## config.mk

```make
export PLATFORM = sky130hd
export DESIGN_NAME = epr_top
export DESIGN_NICKNAME = d
export VERILOG_FILES = /design/src/epr_pkg.sv /design/src/epr_top.sv /design/src/epr_quad.sv /design/src/epr_bemf.sv
export SDC_FILE = /design/constraint.sdc
export NUM_CORES = 2
export LEC_CHECK = 0
export BUFFER_PORTS_ARGS = -buffer_cell sky130_fd_sc_hd__buf_4
export CAP_MARGIN = 20
export CORE_MARGIN = 4
export CORE_UTILIZATION = 65
export CTS_BUF_LIST = sky130_fd_sc_hd__clkbuf_16
export DETAILED_ROUTE_END_ITERATION = 10
export GPL_TIMING_DRIVEN = 0
export PLACE_DENSITY_LB_ADDON = 0.3
export SLEW_MARGIN = 10
export SYNTH_ARGS = -nofsm -noshare
export SYNTH_HDL_FRONTEND = slang
export SYNTH_SLANG_ARGS = --single-unit
```

## constraint.sdc

```tcl
create_clock -name clk -period 22.9 [get_ports clk]
set_input_delay 2.29 -clock clk [delete_from_list [all_inputs] [get_ports clk]]
set_output_delay 2.29 -clock clk [all_outputs]
set_load 0.02 [all_outputs]
```

## src/epr_pkg.sv

```systemverilog
// constants, register map and field layout of the encoder position regulator block
package epr_pkg;
   // ****************************************
   // register indices and byte addresses
   // ****************************************
   localparam logic [7:0] EPR_IDX_PCTRL = 8'h2d;
   localparam logic [7:0] EPR_IDX_XENC = 8'h2e;
   localparam logic [7:0] EPR_IDX_MODE = 8'h2f;
   localparam logic [7:0] EPR_IDX_CONST = 8'h30;
   localparam logic [7:0] EPR_IDX_STAT = 8'h31;
   localparam int EPR_ADDR_W = 10;
   function automatic logic [EPR_ADDR_W-1:0] epr_byte_addr(input logic [7:0] idx);
      return {idx, 2'h0};
   endfunction

   // ****************************************
   // position regulator control fields
   // ****************************************
   localparam int EPR_P_LSB = 0;
   localparam int EPR_P_W = 10;
   localparam int EPR_TOL_LSB = 16;
   localparam int EPR_TOL_W = 8;
   localparam int EPR_TOLARR_BIT = 28;
   localparam logic [31:0] EPR_PCTRL_MASK = 32'h10ff_03ff;
   localparam logic [31:0] EPR_PCTRL_RST = 32'h1000_0000;

   // ****************************************
   // encoder mode fields
   // ****************************************
   localparam int EPR_POLA_BIT = 0;
   localparam int EPR_POLB_BIT = 1;
   localparam int EPR_POLN_BIT = 2;
   localparam int EPR_SKIP_BIT = 3;
   localparam int EPR_CLRCONT_BIT = 4;
   localparam int EPR_CLRONCE_BIT = 5;
   localparam int EPR_SENS_LSB = 6;
   localparam int EPR_CLRX_BIT = 8;
   localparam int EPR_DECI_BIT = 10;
   localparam int EPR_SRC_BIT = 11;
   localparam int EPR_HYST_LSB = 12;
   localparam int EPR_HYST_W = 3;
   localparam int EPR_QSC_BIT = 15;
   localparam int EPR_BLANK_LSB = 16;
   localparam int EPR_BLANK_W = 8;
   localparam int EPR_FILT_LSB = 28;
   localparam logic [31:0] EPR_MODE_MASK = 32'h30ff_fdff;
   localparam logic [31:0] EPR_MODE_RST = 32'h0010_8000;

   // ****************************************
   // encoder constant and fraction bases
   // ****************************************
   localparam logic [31:0] EPR_CONST_RST = 32'h0001_0000;
   localparam logic [16:0] EPR_FRAC_BIN = 17'h1_0000;
   localparam logic [16:0] EPR_FRAC_DEC = 17'h0_2710;
   localparam logic [31:0] EPR_XENC_RST = 32'h0000_0000;

   // ****************************************
   // timing: back-emf filter divisors and blank unit, in clk periods
   // ****************************************
   localparam int EPR_FILT_DIV0 = 24600;
   localparam int EPR_FILT_DIV1 = 12300;
   localparam int EPR_FILT_DIV2 = 6150;
   localparam int EPR_FILT_DIV3 = 2870;
   localparam int EPR_BLANK_EXP = 14;
   localparam int EPR_BLANK_UNIT = (1 << EPR_BLANK_EXP) - 1;
   localparam int EPR_FILT_W = 15;
   localparam int EPR_BLANKCNT_W = 22;

   // index sensitivity codes
   typedef enum logic [1:0] {EPR_N_LEVEL, EPR_N_ACT_EDGE, EPR_N_INACT_EDGE, EPR_N_BOTH}
      epr_nsens_e;
endpackage

```

## src/epr_top.sv

```systemverilog
// encoder position counter, p-regulator and encoder mode registers behind apb
//
// Chosen here: the APB slave port.
module epr_top
   import epr_pkg::*;
#(
   parameter int FILT_DIV0 = EPR_FILT_DIV0,
   parameter int FILT_DIV1 = EPR_FILT_DIV1,
   parameter int FILT_DIV2 = EPR_FILT_DIV2,
   parameter int FILT_DIV3 = EPR_FILT_DIV3,
   parameter int BLANK_UNIT = EPR_BLANK_UNIT
)
(
   // clock, reset, enable
   input wire logic clk,
   input wire logic rst,
   input wire logic ce,
   // apb slave
   input wire logic psel,
   input wire logic penable,
   input wire logic pwrite,
   input wire logic [EPR_ADDR_W-1:0] paddr,
   input wire logic [31:0] pwdata,
   output logic [31:0] prdata,
   output logic pready,
   output logic pslverr,
   // encoder pins
   input wire logic enc_a,
   input wire logic enc_b,
   input wire logic enc_n,
   input wire logic bemf_cmp,
   // motion controller side, same clock
   input wire logic [31:0] ramp_position,
   input wire logic pos_reached,
   input wire logic full_step,
   input wire logic motor_dir_up,
   input wire logic quiescent,
   // results
   output logic [31:0] p_correction,
   output logic p_active,
   output logic index_event,
   output logic bemf_blanking,
   output logic decoder_enable,
   output logic [EPR_HYST_W-1:0] bemf_hyst
);
   // ****************************************
   // elaboration checks
   // ****************************************
   if (FILT_DIV0 < 2 || FILT_DIV0 >= (1 << EPR_FILT_W) ||
       FILT_DIV1 < 2 || FILT_DIV1 >= (1 << EPR_FILT_W) ||
       FILT_DIV2 < 2 || FILT_DIV2 >= (1 << EPR_FILT_W) ||
       FILT_DIV3 < 2 || FILT_DIV3 >= (1 << EPR_FILT_W)) begin : g_bad_div
      $error("filter divisor out of range");
   end
   if (BLANK_UNIT < 1 || BLANK_UNIT > EPR_BLANK_UNIT) begin : g_bad_blank
      $error("blank unit out of range");
   end

   // ****************************************
   // state
   // ****************************************
   typedef struct packed {
      // software-visible registers, hidden fraction and clear arm
      logic [31:0] pctrl;
      logic [31:0] mode;
      logic [31:0] enc_const;
      logic [31:0] x_enc;
      logic [15:0] frac;
      logic clr_armed;
      // regulator result, decoder enable and bus answer
      logic [31:0] corr;
      logic p_act;
      logic dec_en;
      logic ready;
      logic err;
      logic [31:0] rdata;
   } epr_top_s;

   epr_top_s st_q, st_d;

   // decoder events
   logic q_step;
   logic q_up;
   logic q_idx;
   logic b_step;
   logic b_blank;

   // counter path
   logic cnt_step;
   logic cnt_up;
   logic [16:0] frac_base;
   logic [17:0] frac_sum;
   logic [31:0] inc;

   // regulator path
   logic signed [32:0] pos_err;
   logic [32:0] abs_err;
   logic signed [43:0] prod;
   logic ignore_err;

   // bus path
   logic acc_phase;
   logic wr_now;
   logic hit;
   logic [EPR_ADDR_W-1:0] a;
   logic [31:0] rd;

   // ****************************************
   // decoders
   // ****************************************
   epr_quad u_quad (
      .clk(clk),
      .rst(rst),
      .ce(ce),
      .pin_a(enc_a),
      .pin_b(enc_b),
      .pin_n(enc_n),
      .enable(st_q.dec_en && st_q.mode[EPR_SRC_BIT]),
      .pol_a(st_q.mode[EPR_POLA_BIT]),
      .pol_b(st_q.mode[EPR_POLB_BIT]),
      .pol_n(st_q.mode[EPR_POLN_BIT]),
      .skip_quadrature_match(st_q.mode[EPR_SKIP_BIT]),
      .n_sens(st_q.mode[EPR_SENS_LSB+:2]),
      .step(q_step),
      .dir_up(q_up),
      .index_event(q_idx)
   );

   epr_bemf #(
      .FILT_DIV0(FILT_DIV0),
      .FILT_DIV1(FILT_DIV1),
      .FILT_DIV2(FILT_DIV2),
      .FILT_DIV3(FILT_DIV3),
      .BLANK_UNIT(BLANK_UNIT)
   ) u_bemf (
      .clk(clk),
      .rst(rst),
      .ce(ce),
      .cmp_pin(bemf_cmp),
      .enable(st_q.dec_en && !st_q.mode[EPR_SRC_BIT]),
      .filt_sel(st_q.mode[EPR_FILT_LSB+:2]),
      .blank_time(st_q.mode[EPR_BLANK_LSB+:EPR_BLANK_W]),
      .blank_start(full_step),
      .step(b_step),
      .blanking(b_blank)
   );

   // ****************************************
   // next state
   // ****************************************
   always_comb begin
      st_d = st_q;

      // source select: back-emf steps follow the commanded direction
      cnt_step = st_q.mode[EPR_SRC_BIT] ? q_step : b_step;
      cnt_up = st_q.mode[EPR_SRC_BIT] ? q_up : motor_dir_up;
      st_d.dec_en = st_q.mode[EPR_QSC_BIT] || !quiescent;

      // fractional accumulation of the encoder constant per count
      frac_base = st_q.mode[EPR_DECI_BIT] ? EPR_FRAC_DEC : EPR_FRAC_BIN;
      inc = {16'h0, st_q.enc_const[31:16]};
      if (cnt_up) begin
         frac_sum = {2'h0, st_q.frac} + {2'h0, st_q.enc_const[15:0]};
         if (frac_sum >= {1'b0, frac_base}) begin
            frac_sum = frac_sum - {1'b0, frac_base};
            inc = inc + 32'h1;
         end
      end else begin
         frac_sum = {2'h0, st_q.frac} - {2'h0, st_q.enc_const[15:0]};
         if (frac_sum[17]) begin
            frac_sum = frac_sum + {1'b0, frac_base};
            inc = inc + 32'h1;
         end
      end
      if (cnt_step) begin
         st_d.frac = frac_sum[15:0];
         st_d.x_enc = cnt_up ? st_q.x_enc + inc : st_q.x_enc - inc;
      end

      // index clears the counter when enabled; once-mode disarms itself
      if (q_idx && st_q.mode[EPR_CLRX_BIT] &&
          (st_q.mode[EPR_CLRCONT_BIT] || st_q.clr_armed)) begin
         st_d.x_enc = EPR_XENC_RST;
         st_d.frac = '0;
         st_d.clr_armed = 1'b0;
      end

      // p-regulator
      pos_err = $signed({st_q.x_enc[31], st_q.x_enc}) -
         $signed({ramp_position[31], ramp_position});
      abs_err = pos_err[32] ? 33'(-pos_err) : 33'(pos_err);
      ignore_err = (abs_err < {25'h0, st_q.pctrl[EPR_TOL_LSB+:EPR_TOL_W]}) &&
         (!st_q.pctrl[EPR_TOLARR_BIT] || pos_reached);
      prod = 44'(pos_err) *
         44'($signed({1'b0, st_q.pctrl[EPR_P_LSB+:EPR_P_W]}));
      st_d.p_act = st_q.pctrl[EPR_P_LSB+:EPR_P_W] != '0;
      if (!st_d.p_act || ignore_err) begin
         st_d.corr = '0;
      end else if (prod > 44'sh0_7fff_ffff) begin
         st_d.corr = 32'h7fff_ffff;
      end else if (prod < -44'sh0_8000_0000) begin
         st_d.corr = 32'h8000_0000;
      end else begin
         st_d.corr = prod[31:0];
      end

      // apb: one wait state, read data lands with pready, write data on the edge that ends the ready cycle
      acc_phase = psel && penable;
      wr_now = acc_phase && st_q.ready && pwrite;
      a = paddr;
      hit = 1'b1;
      rd = '0;

      case (a)
         epr_byte_addr(EPR_IDX_PCTRL):
            rd = st_q.pctrl;
         epr_byte_addr(EPR_IDX_XENC):
            rd = st_q.x_enc;
         epr_byte_addr(EPR_IDX_MODE):
            rd = st_q.mode;
         epr_byte_addr(EPR_IDX_CONST):
            rd = st_q.enc_const;
         epr_byte_addr(EPR_IDX_STAT):
            rd = {29'h0, b_blank, st_q.dec_en, st_q.p_act};
         default: hit = 1'b0;
      endcase

      if (acc_phase && !st_q.ready) begin
         st_d.ready = 1'b1;
         // status is read-only: a write is answered with pslverr
         st_d.err = !hit ||
            (pwrite && a == epr_byte_addr(EPR_IDX_STAT));
         st_d.rdata = pwrite ? '0 : rd;
      end else begin
         st_d.ready = 1'b0;
         st_d.err = 1'b0;
         st_d.rdata = '0;
      end

      if (wr_now && !st_q.err) begin
         case (a)
            epr_byte_addr(EPR_IDX_PCTRL):
               st_d.pctrl = pwdata & EPR_PCTRL_MASK;
            epr_byte_addr(EPR_IDX_XENC): begin
               st_d.x_enc = pwdata;
               st_d.frac = '0;
            end
            epr_byte_addr(EPR_IDX_MODE): begin
               st_d.mode = pwdata & EPR_MODE_MASK;
               st_d.clr_armed = pwdata[EPR_CLRONCE_BIT];
            end
            epr_byte_addr(EPR_IDX_CONST):
               st_d.enc_const = pwdata;
            default: st_d.clr_armed = st_d.clr_armed;
         endcase
      end
   end

   // ****************************************
   // registers
   // ****************************************
   always_ff @(posedge clk or posedge rst) begin
      if (rst) begin
         st_q <= '0;
         st_q.pctrl <= EPR_PCTRL_RST;
         st_q.mode <= EPR_MODE_RST;
         st_q.enc_const <= EPR_CONST_RST;
         st_q.x_enc <= EPR_XENC_RST;
         st_q.dec_en <= 1'b1;
      end else if (ce) begin
         st_q <= st_d;
      end
   end

   // ****************************************
   // outputs
   // ****************************************
   // idx and blank come straight from sub-module flops
   assign prdata = st_q.rdata;
   assign pready = st_q.ready;
   assign pslverr = st_q.err;

   assign p_correction = st_q.corr;
   assign p_active = st_q.p_act;

   assign index_event = q_idx;
   assign bemf_blanking = b_blank;
   assign decoder_enable = st_q.dec_en;
   assign bemf_hyst = st_q.mode[EPR_HYST_LSB+:EPR_HYST_W];
endmodule

```

## src/epr_quad.sv

```systemverilog
// incremental abn decoder with pin synchronisers and index qualification
module epr_quad
   import epr_pkg::*;
(
   // clock and reset
   input wire logic clk,
   input wire logic rst,
   input wire logic ce,
   // pins and control
   input wire logic pin_a,
   input wire logic pin_b,
   input wire logic pin_n,
   input wire logic enable,
   input wire logic pol_a,
   input wire logic pol_b,
   input wire logic pol_n,
   input wire logic skip_quadrature_match,
   input wire logic [1:0] n_sens,
   // decoded events
   output logic step,
   output logic dir_up,
   output logic index_event
);
   typedef struct packed {
      logic [2:0] s1;
      logic [2:0] s2;
      logic [2:0] s3;
      logic [2:0] stab;
      logic qual;
      logic step;
      logic dir_up;
      logic idx;
   } epr_quad_s;

   epr_quad_s st_q, st_d;
   logic qual_now;
   logic a_chg, b_chg;

   always_comb begin
      st_d = st_q;
      st_d.s1 = {pin_n, pin_b, pin_a};
      st_d.s2 = st_q.s1;
      st_d.s3 = st_q.s2;
      // a change is only believed once the second and third stages agree
      for (int i = 0; i < 3; i++) begin
         if (st_q.s2[i] == st_q.s3[i]) begin
            st_d.stab[i] = st_q.s3[i];
         end
      end
      a_chg = st_d.stab[0] != st_q.stab[0];
      b_chg = st_d.stab[1] != st_q.stab[1];
      st_d.step = enable && (a_chg != b_chg);
      st_d.dir_up = st_d.stab[0] ^ st_q.stab[1];
      qual_now = (st_d.stab[2] == pol_n) &&
         (skip_quadrature_match || (st_d.stab[0] == pol_a && st_d.stab[1] == pol_b));
      st_d.qual = qual_now;
      case (epr_nsens_e'(n_sens))
         EPR_N_LEVEL: st_d.idx = qual_now;
         EPR_N_ACT_EDGE: st_d.idx = qual_now && !st_q.qual;
         EPR_N_INACT_EDGE: st_d.idx = !qual_now && st_q.qual;
         EPR_N_BOTH: st_d.idx = qual_now != st_q.qual;
         default: st_d.idx = 1'b0;
      endcase
      if (!enable) begin
         st_d.idx = 1'b0;
      end
   end

   always_ff @(posedge clk or posedge rst) begin
      if (rst) begin
         st_q <= '0;
      end else if (ce) begin
         st_q <= st_d;
      end
   end

   assign step = st_q.step;
   assign dir_up = st_q.dir_up;
   assign index_event = st_q.idx;
endmodule

```

## src/epr_bemf.sv

```systemverilog
// back-emf comparator filter, blanking timer and full-step event source
module epr_bemf
   import epr_pkg::*;
#(
   parameter int FILT_DIV0 = EPR_FILT_DIV0,
   parameter int FILT_DIV1 = EPR_FILT_DIV1,
   parameter int FILT_DIV2 = EPR_FILT_DIV2,
   parameter int FILT_DIV3 = EPR_FILT_DIV3,
   parameter int BLANK_UNIT = EPR_BLANK_UNIT
)
(
   // clock and reset
   input wire logic clk,
   input wire logic rst,
   input wire logic ce,
   // comparator pin and control
   input wire logic cmp_pin,
   input wire logic enable,
   input wire logic [1:0] filt_sel,
   input wire logic [EPR_BLANK_W-1:0] blank_time,
   input wire logic blank_start,
   // results
   output logic step,
   output logic blanking
);
   typedef struct packed {
      logic s1;
      logic s2;
      logic s3;
      logic filt;
      logic [EPR_FILT_W-1:0] fcnt;
      logic [EPR_BLANKCNT_W-1:0] bcnt;
      logic step;
      logic blank;
   } epr_bemf_s;

   epr_bemf_s st_q, st_d;
   logic [EPR_FILT_W-1:0] div;

   function automatic logic [EPR_FILT_W-1:0] filt_div(input logic [1:0] sel);
      case (sel)
         2'h0: return EPR_FILT_W'(FILT_DIV0);
         2'h1: return EPR_FILT_W'(FILT_DIV1);
         2'h2: return EPR_FILT_W'(FILT_DIV2);
         default: return EPR_FILT_W'(FILT_DIV3);
      endcase
   endfunction

   always_comb begin
      st_d = st_q;
      st_d.s1 = cmp_pin;
      st_d.s2 = st_q.s1;
      st_d.s3 = st_q.s2;
      st_d.step = 1'b0;
      div = filt_div(filt_sel);
      // low pass: the level must persist one divisor period before it is taken
      if (!enable || st_q.s2 != st_q.s3 || st_q.s3 == st_q.filt) begin
         st_d.fcnt = '0;
      end else if (st_q.fcnt >= div - EPR_FILT_W'(1)) begin
         st_d.fcnt = '0;
         st_d.filt = st_q.s3;
         st_d.step = (st_q.bcnt == '0);
      end else begin
         st_d.fcnt = st_q.fcnt + EPR_FILT_W'(1);
      end
      if (blank_start && enable) begin
         st_d.bcnt = EPR_BLANKCNT_W'(blank_time * BLANK_UNIT);
      end else if (st_q.bcnt != '0) begin
         st_d.bcnt = st_q.bcnt - EPR_BLANKCNT_W'(1);
      end
      // registered copy keeps the blanking output glitch free
      st_d.blank = st_d.bcnt != '0;
   end

   always_ff @(posedge clk or posedge rst) begin
      if (rst) begin
         st_q <= '0;
      end else if (ce) begin
         st_q <= st_d;
      end
   end

   assign step = st_q.step;
   assign blanking = st_q.blank;
endmodule

```

* After elaboration in Yosys (flattened, before gate mapping)
Cells that the tools add are included.
** Cells by class
- Add/subtract/negate cells :: 12
- Multipliers :: 2
- Magnitude comparators :: 5
- Eq/ne operators :: 22
- Multiplexer cells :: 35
- Bitwise gates (word level) :: 2
- Reduce and logical (&&, ||, !) cells :: 46
** Operators by type and width (count)
- 2-to-1 mux 32 bit :: 6
- one-hot mux 32 bit (5 select lines) :: 1
- 2-to-1 mux 49 bit :: 2
- 2-to-1 mux 48 bit :: 2
- 2-to-1 mux 17 bit :: 3
- == test 10 x 8 -> 1 bit, second input constant :: 5
- 2-to-1 mux 16 bit :: 3
- one-hot mux 15 bit (3 select lines) :: 1
- > comparator 44 x 32 -> 1 bit, second input constant :: 1
- < comparator 44 x 32 -> 1 bit, second input constant :: 1
- multiplier 33 x 11 -> 44 bit :: 1
- 2-to-1 mux 22 bit :: 2
- nonzero test 22 bit :: 2
- 2-to-1 mux 34 bit :: 1
- < comparator 33 x 8 -> 1 bit :: 1
- 2-to-1 mux 33 bit :: 1
- negation 33 bit :: 1
- subtractor 32 x 32 -> 33 bit :: 1
- adder 32 bit :: 1
- subtractor 32 bit :: 1
- 2-to-1 mux 15 bit :: 2
- zero test 22 bit :: 1
- multiplier 8 x 14 -> 22 bit, second input constant :: 1
- subtractor 22 x 1 -> 22 bit, second input constant :: 1
- 24 further kinds :: 82
** Storage, ports and cells
- Flip-flop bits (word level) :: 252
- Bits of input ports :: 88
- Output and inout port bits :: 73
- Word-level logic and storage cells :: 152

* Depth between registers and ports, before layout
- Depth in word-level cells :: 10
- Mapped depth :: 45
- Mapped depth without buffers :: 44

* Hierarchy
Synthesis repeated with hierarchy kept, for this count alone.
** Unflattened totals
- Cell total of the unflattened synthesis :: 3931
- Area total of the unflattened synthesis :: 34063.9 um^2
** Modules (own cells, without submodules)
- epr_top :: times used 1, cells an instance 3278, area an instance 28130.7 um^2, seq. area each 4835.9 um^2
- epr_bemf :: times used 1, cells an instance 571, area an instance 5053.6 um^2, seq. area each 1076.0 um^2
- epr_quad :: times used 1, cells an instance 82, area an instance 879.6 um^2, seq. area each 400.4 um^2

* Worst setup path before layout
Ideal clock, no wire load.
- Path type :: input port to flip-flop
- Start :: input port ramp_position[4]
- End :: register st_q, in the netlist p_correction[10]
- Setup time :: 135 ps
- Data arrival time :: 10895 ps
- Data required time :: 22765 ps
- Slack :: 11871 ps
- Stages on the path :: 30
- Path buffers :: 2
- Cells stage by stage :: inv_1 > ha_1 > a21o_1 > or3_4 > o211a_1 > a2111oi_0 > clkbuf_1 > nand2_1 > fa_1 > inv_1 > fa_1 > fa_1 > fa_1 > inv_1 > fa_1 > inv_1 > ha_1 > nand4_1 > nor4_1 > a22o_1 > o211ai_1 > a2111oi_0 > nor3_1 > o31ai_1 > xnor2_1 > nand3_1 > o41a_1 > clkbuf_1 > a221oi_1 > o22ai_1
** Between the ends
- Longest elaborated chain between the ends :: 7
- Elaborated cells on any way between the ends :: 12
- Those cells by class :: add/sub: 2; mul: 1; order compare: 3; mux: 4; reduce/logical: 2
** Ends and longest elaborated chain
- from (decl) :: RTL line epr_top.sv:33 : input wire logic [31:0] ramp_position,
- subtractor 32 x 32 -> 33 bit * :: RTL line epr_top.sv:189 : pos_err = $signed({st_q.x_enc[31], st_q.x_enc}) -
- parallel branches: the longest is 5 deep, another holds multiplier 33 x 11 -> 44 bit
- 2-to-1 mux 32 bit * :: RTL line epr_top.sv:197 : if (!st_d.p_act || ignore_err) begin
- to (signal assigned) :: RTL line epr_top.sv:271 : st_q <= st_d;
- to (decl) :: RTL line epr_top.sv:79 : epr_top_s st_q, st_d;
Mark *: on every way between the ends.
A chain may end at the register's enable or synchronous reset.

* Worst setup path after layout
- Start :: input port ramp_position[0]
- End :: register st_q, in the netlist p_correction[26]
The elaborated chain is that of the path after synthesis.

==> results.txt <==
Outcome: completed
Number of global-route vias before repair: 30900
Area grow syn2layout: 8.82%
Post-Route WL: 106000 um
Top cells by count, synth: 583 x inv_1, 418 x nand2_1, 314 x fa_1
Final worst-path cycle share: 0.558
Max rail drop VDD: 0.0565 mV
Syn Std Cell Area: 34300 um^2
Core Area: 51800 um^2
Slowest-stage cell, CP: xnor2_1
Ranking of synthesized cells by area: fa_1 18%, dfrtp_1 18%, ha_1 10%, inv_1 6.4%, nand2_1 4.6%
RePlAce Congestion: 1.02
WL per Instance: 21.3 um
Final core utilization: 0.720
CTS H-tree depth: 1
Yosys cell types: 91
Share of cells above drive strength 1: 0.0916
Critical path required time: 23.30 ns
CTS root buffer: clkbuf_16
CTS tree: built
Max_cap viols: 0
Clock buffer depth: 3
Post-synthesis async set-or-reset flop share: 1.00
Synth Area in XOR/XNOR: 0.0534
Yosys top cell area share: 0.183
Synth Area in Adders: 0.284
Post-route setup TNS: 0 ns
Area leader, netlist: fa_1
Worst hold path type: reg -> reg
TritonRoute pass-1 iters: 6
Post-CTS Setup Repair Bufs: 0
RSZ-0062 raised after global routing: no
Compound-Gate Fraction of Synth Area: 0.180
Clock skew: 0.0155 ns
Crit Path Max Fanout: 10
Yosys warning total: 0
Final ANT Viol Nets: 0
Port buffer count: 159
Hold_buf cts: 0
Setup crit start kind: primary input
Fill cells: 4109
Critical Path End Type: flop
Total grt overflow: 0
EDFF count, synth: 0
Clk_lat worst skew: 0.57 ns
Max incr delay on CP: 0.64 ns
Worst EP arrival: 13.17 ns
Mux cell area share after synthesis: 0.0308
Simple-gate area share of the yosys netlist: 0.165
CTS Sinks: 252
Worst-Margin Slew: 1.16 ns
Cell Pwr Density: 43.7 nW/um^2
Top_reg_cell synth: dfrtp_1
Gate Count Post-Synth: 4082
Initial Utilization: 0.662
Fmax: 78.3 MHz
Detailed-placement wirelength estimate: 85300 um
CTS buffer count: 28
All-Layer GR Usage: 0.370
Max_slew headroom: 0.221
Initial antenna violation count: 3
Largest family of logic cells by synthesized area: adder cells
P_leak: 18.0 nW
Crit Path Class: in -> reg
Clock-pin slew on the worst setup and hold paths: 0.06 ns
First-pass GRT wire length: 167000 um
DRC viols: 0
# IOs: 161
Post-synthesis area per instance: 8.40 um^2
Die height: 238 um
Row Count: 83
Pins Over Slew Limit: 0
Post-CTS resize count: 0
Most common cell in the netlist: inv_1
DR iter-0 viols: 3179
Final setup fails: 0
Top cell by count, worst path: fa_1
Net count, final: 4957
Pin count of the biggest net entering global routing: 105
DIE AREA: 56500 um^2
Seq cells post-synth: 252
DR vias: 31100
Vias per inst: 6.24
Register area share after synthesis: 0.184
Crit path time final: 12.78 ns
Die width: 238 um
Final Hold Fails: 0
## final timing paths
check | from | to | slack [ns] | cells after the start
setup / recovery | ramp_position[0] | p_correction[26] | 10.12 | 34
setup reg to reg | st_q[85] | p_correction[26] | 11.40 | 34
max in group asynchronous | rst | p_correction[27] | 19.75 | 4
min in group asynchronous | rst | prdata[25] | 1.78 | 2
hold / removal | u_bemf.st_d[41] | u_bemf.st_d[41] | 0.50 | 1
hold reg to reg | u_bemf.st_d[41] | u_bemf.st_d[41] | 0.50 | 1
## cells by family after synthesis
kind of cell / count (synthesis)
adders and majority gates: 590
buffers and inverters: 861
xor gates and xnor gates: 209
AOI/OAI and AO/OA: 926
muxes: 96
and+or+nand+nor: 1147
DFF: 252
other: 1
## sequential cells by signal, summed over array words and instances, names as in the netlist, 2 cells and up
register	count
bemf_hyst	3
u_bemf.st_d	2
u_quad.st_q	7
st_q	122
u_bemf.st_q	39
prdata	32
p_correction	32
u_quad.st_d	6
## power breakdown
part | total, mW | internal, mW | switching (mW) | leakage (nW)
logic | 0.686 | 0.239 | 0.447 | 14.4
clock network | 0.438 | 0.249 | 0.189 | 0.450
registers | 0.508 | 0.468 | 0.0395 | 3.19
## metrics by stage
stage	worst slack, ns	cells	hold slack, ns	cell area (um^2)	total power, mW
floorplan	11.87	4084	0.457	34300	0.970
global placement	9.16	4923	0.483	36300	1.16
detailed placement	9.77	4930	0.481	36400	1.18
CTS	10.32	4979	0.496	37300	1.61
global route	9.39	4980	0.509	37300	1.71
finish	10.12	4982	0.503	37300	1.63
## layer usage
layer	GRT usage	part of all wire
met4	0.177	0.057
met2	0.597	0.46
met3	0.0861	0.10
met5	0	0.00012
met1	0.473	0.38
## cell type report
type,instances,area [um^2],share of cell area
tap,680,851,0.0228
clock inverter,20,140,0.00375
inverter,584,2200,0.0589
sequential,252,6310,0.169
timing repair buffer,167,1280,0.0343
clock buffer,29,726,0.0194
antenna,2,5.00,0.000134
multi-input combinational,2971,24500,0.656
buffer,277,1320,0.0353
## critical path: cells and delay by family
kind / cells / cell delay (ns)
buffers and inverters: 8 / 1.49
XOR/XNOR: 2 / 1.20
AO/OA/AOI/OAI: 10 / 3.59
adder cells (fa/ha/maj): 8 / 3.63
AND/OR/NAND/NOR: 6 / 0.97
## placed cells by master, fill, tap and decap left out, drive strengths merged, types with 133 or more instances in the layout
master	count
inv	591
nand2	418
fa	314
ha	274
dfrtp	247
buf	247
clkbuf	226
o21ai	205
nor2	188
a21oi	182
and2	154
xnor2	133
Note: power is estimated with default switching activity, not from simulation.
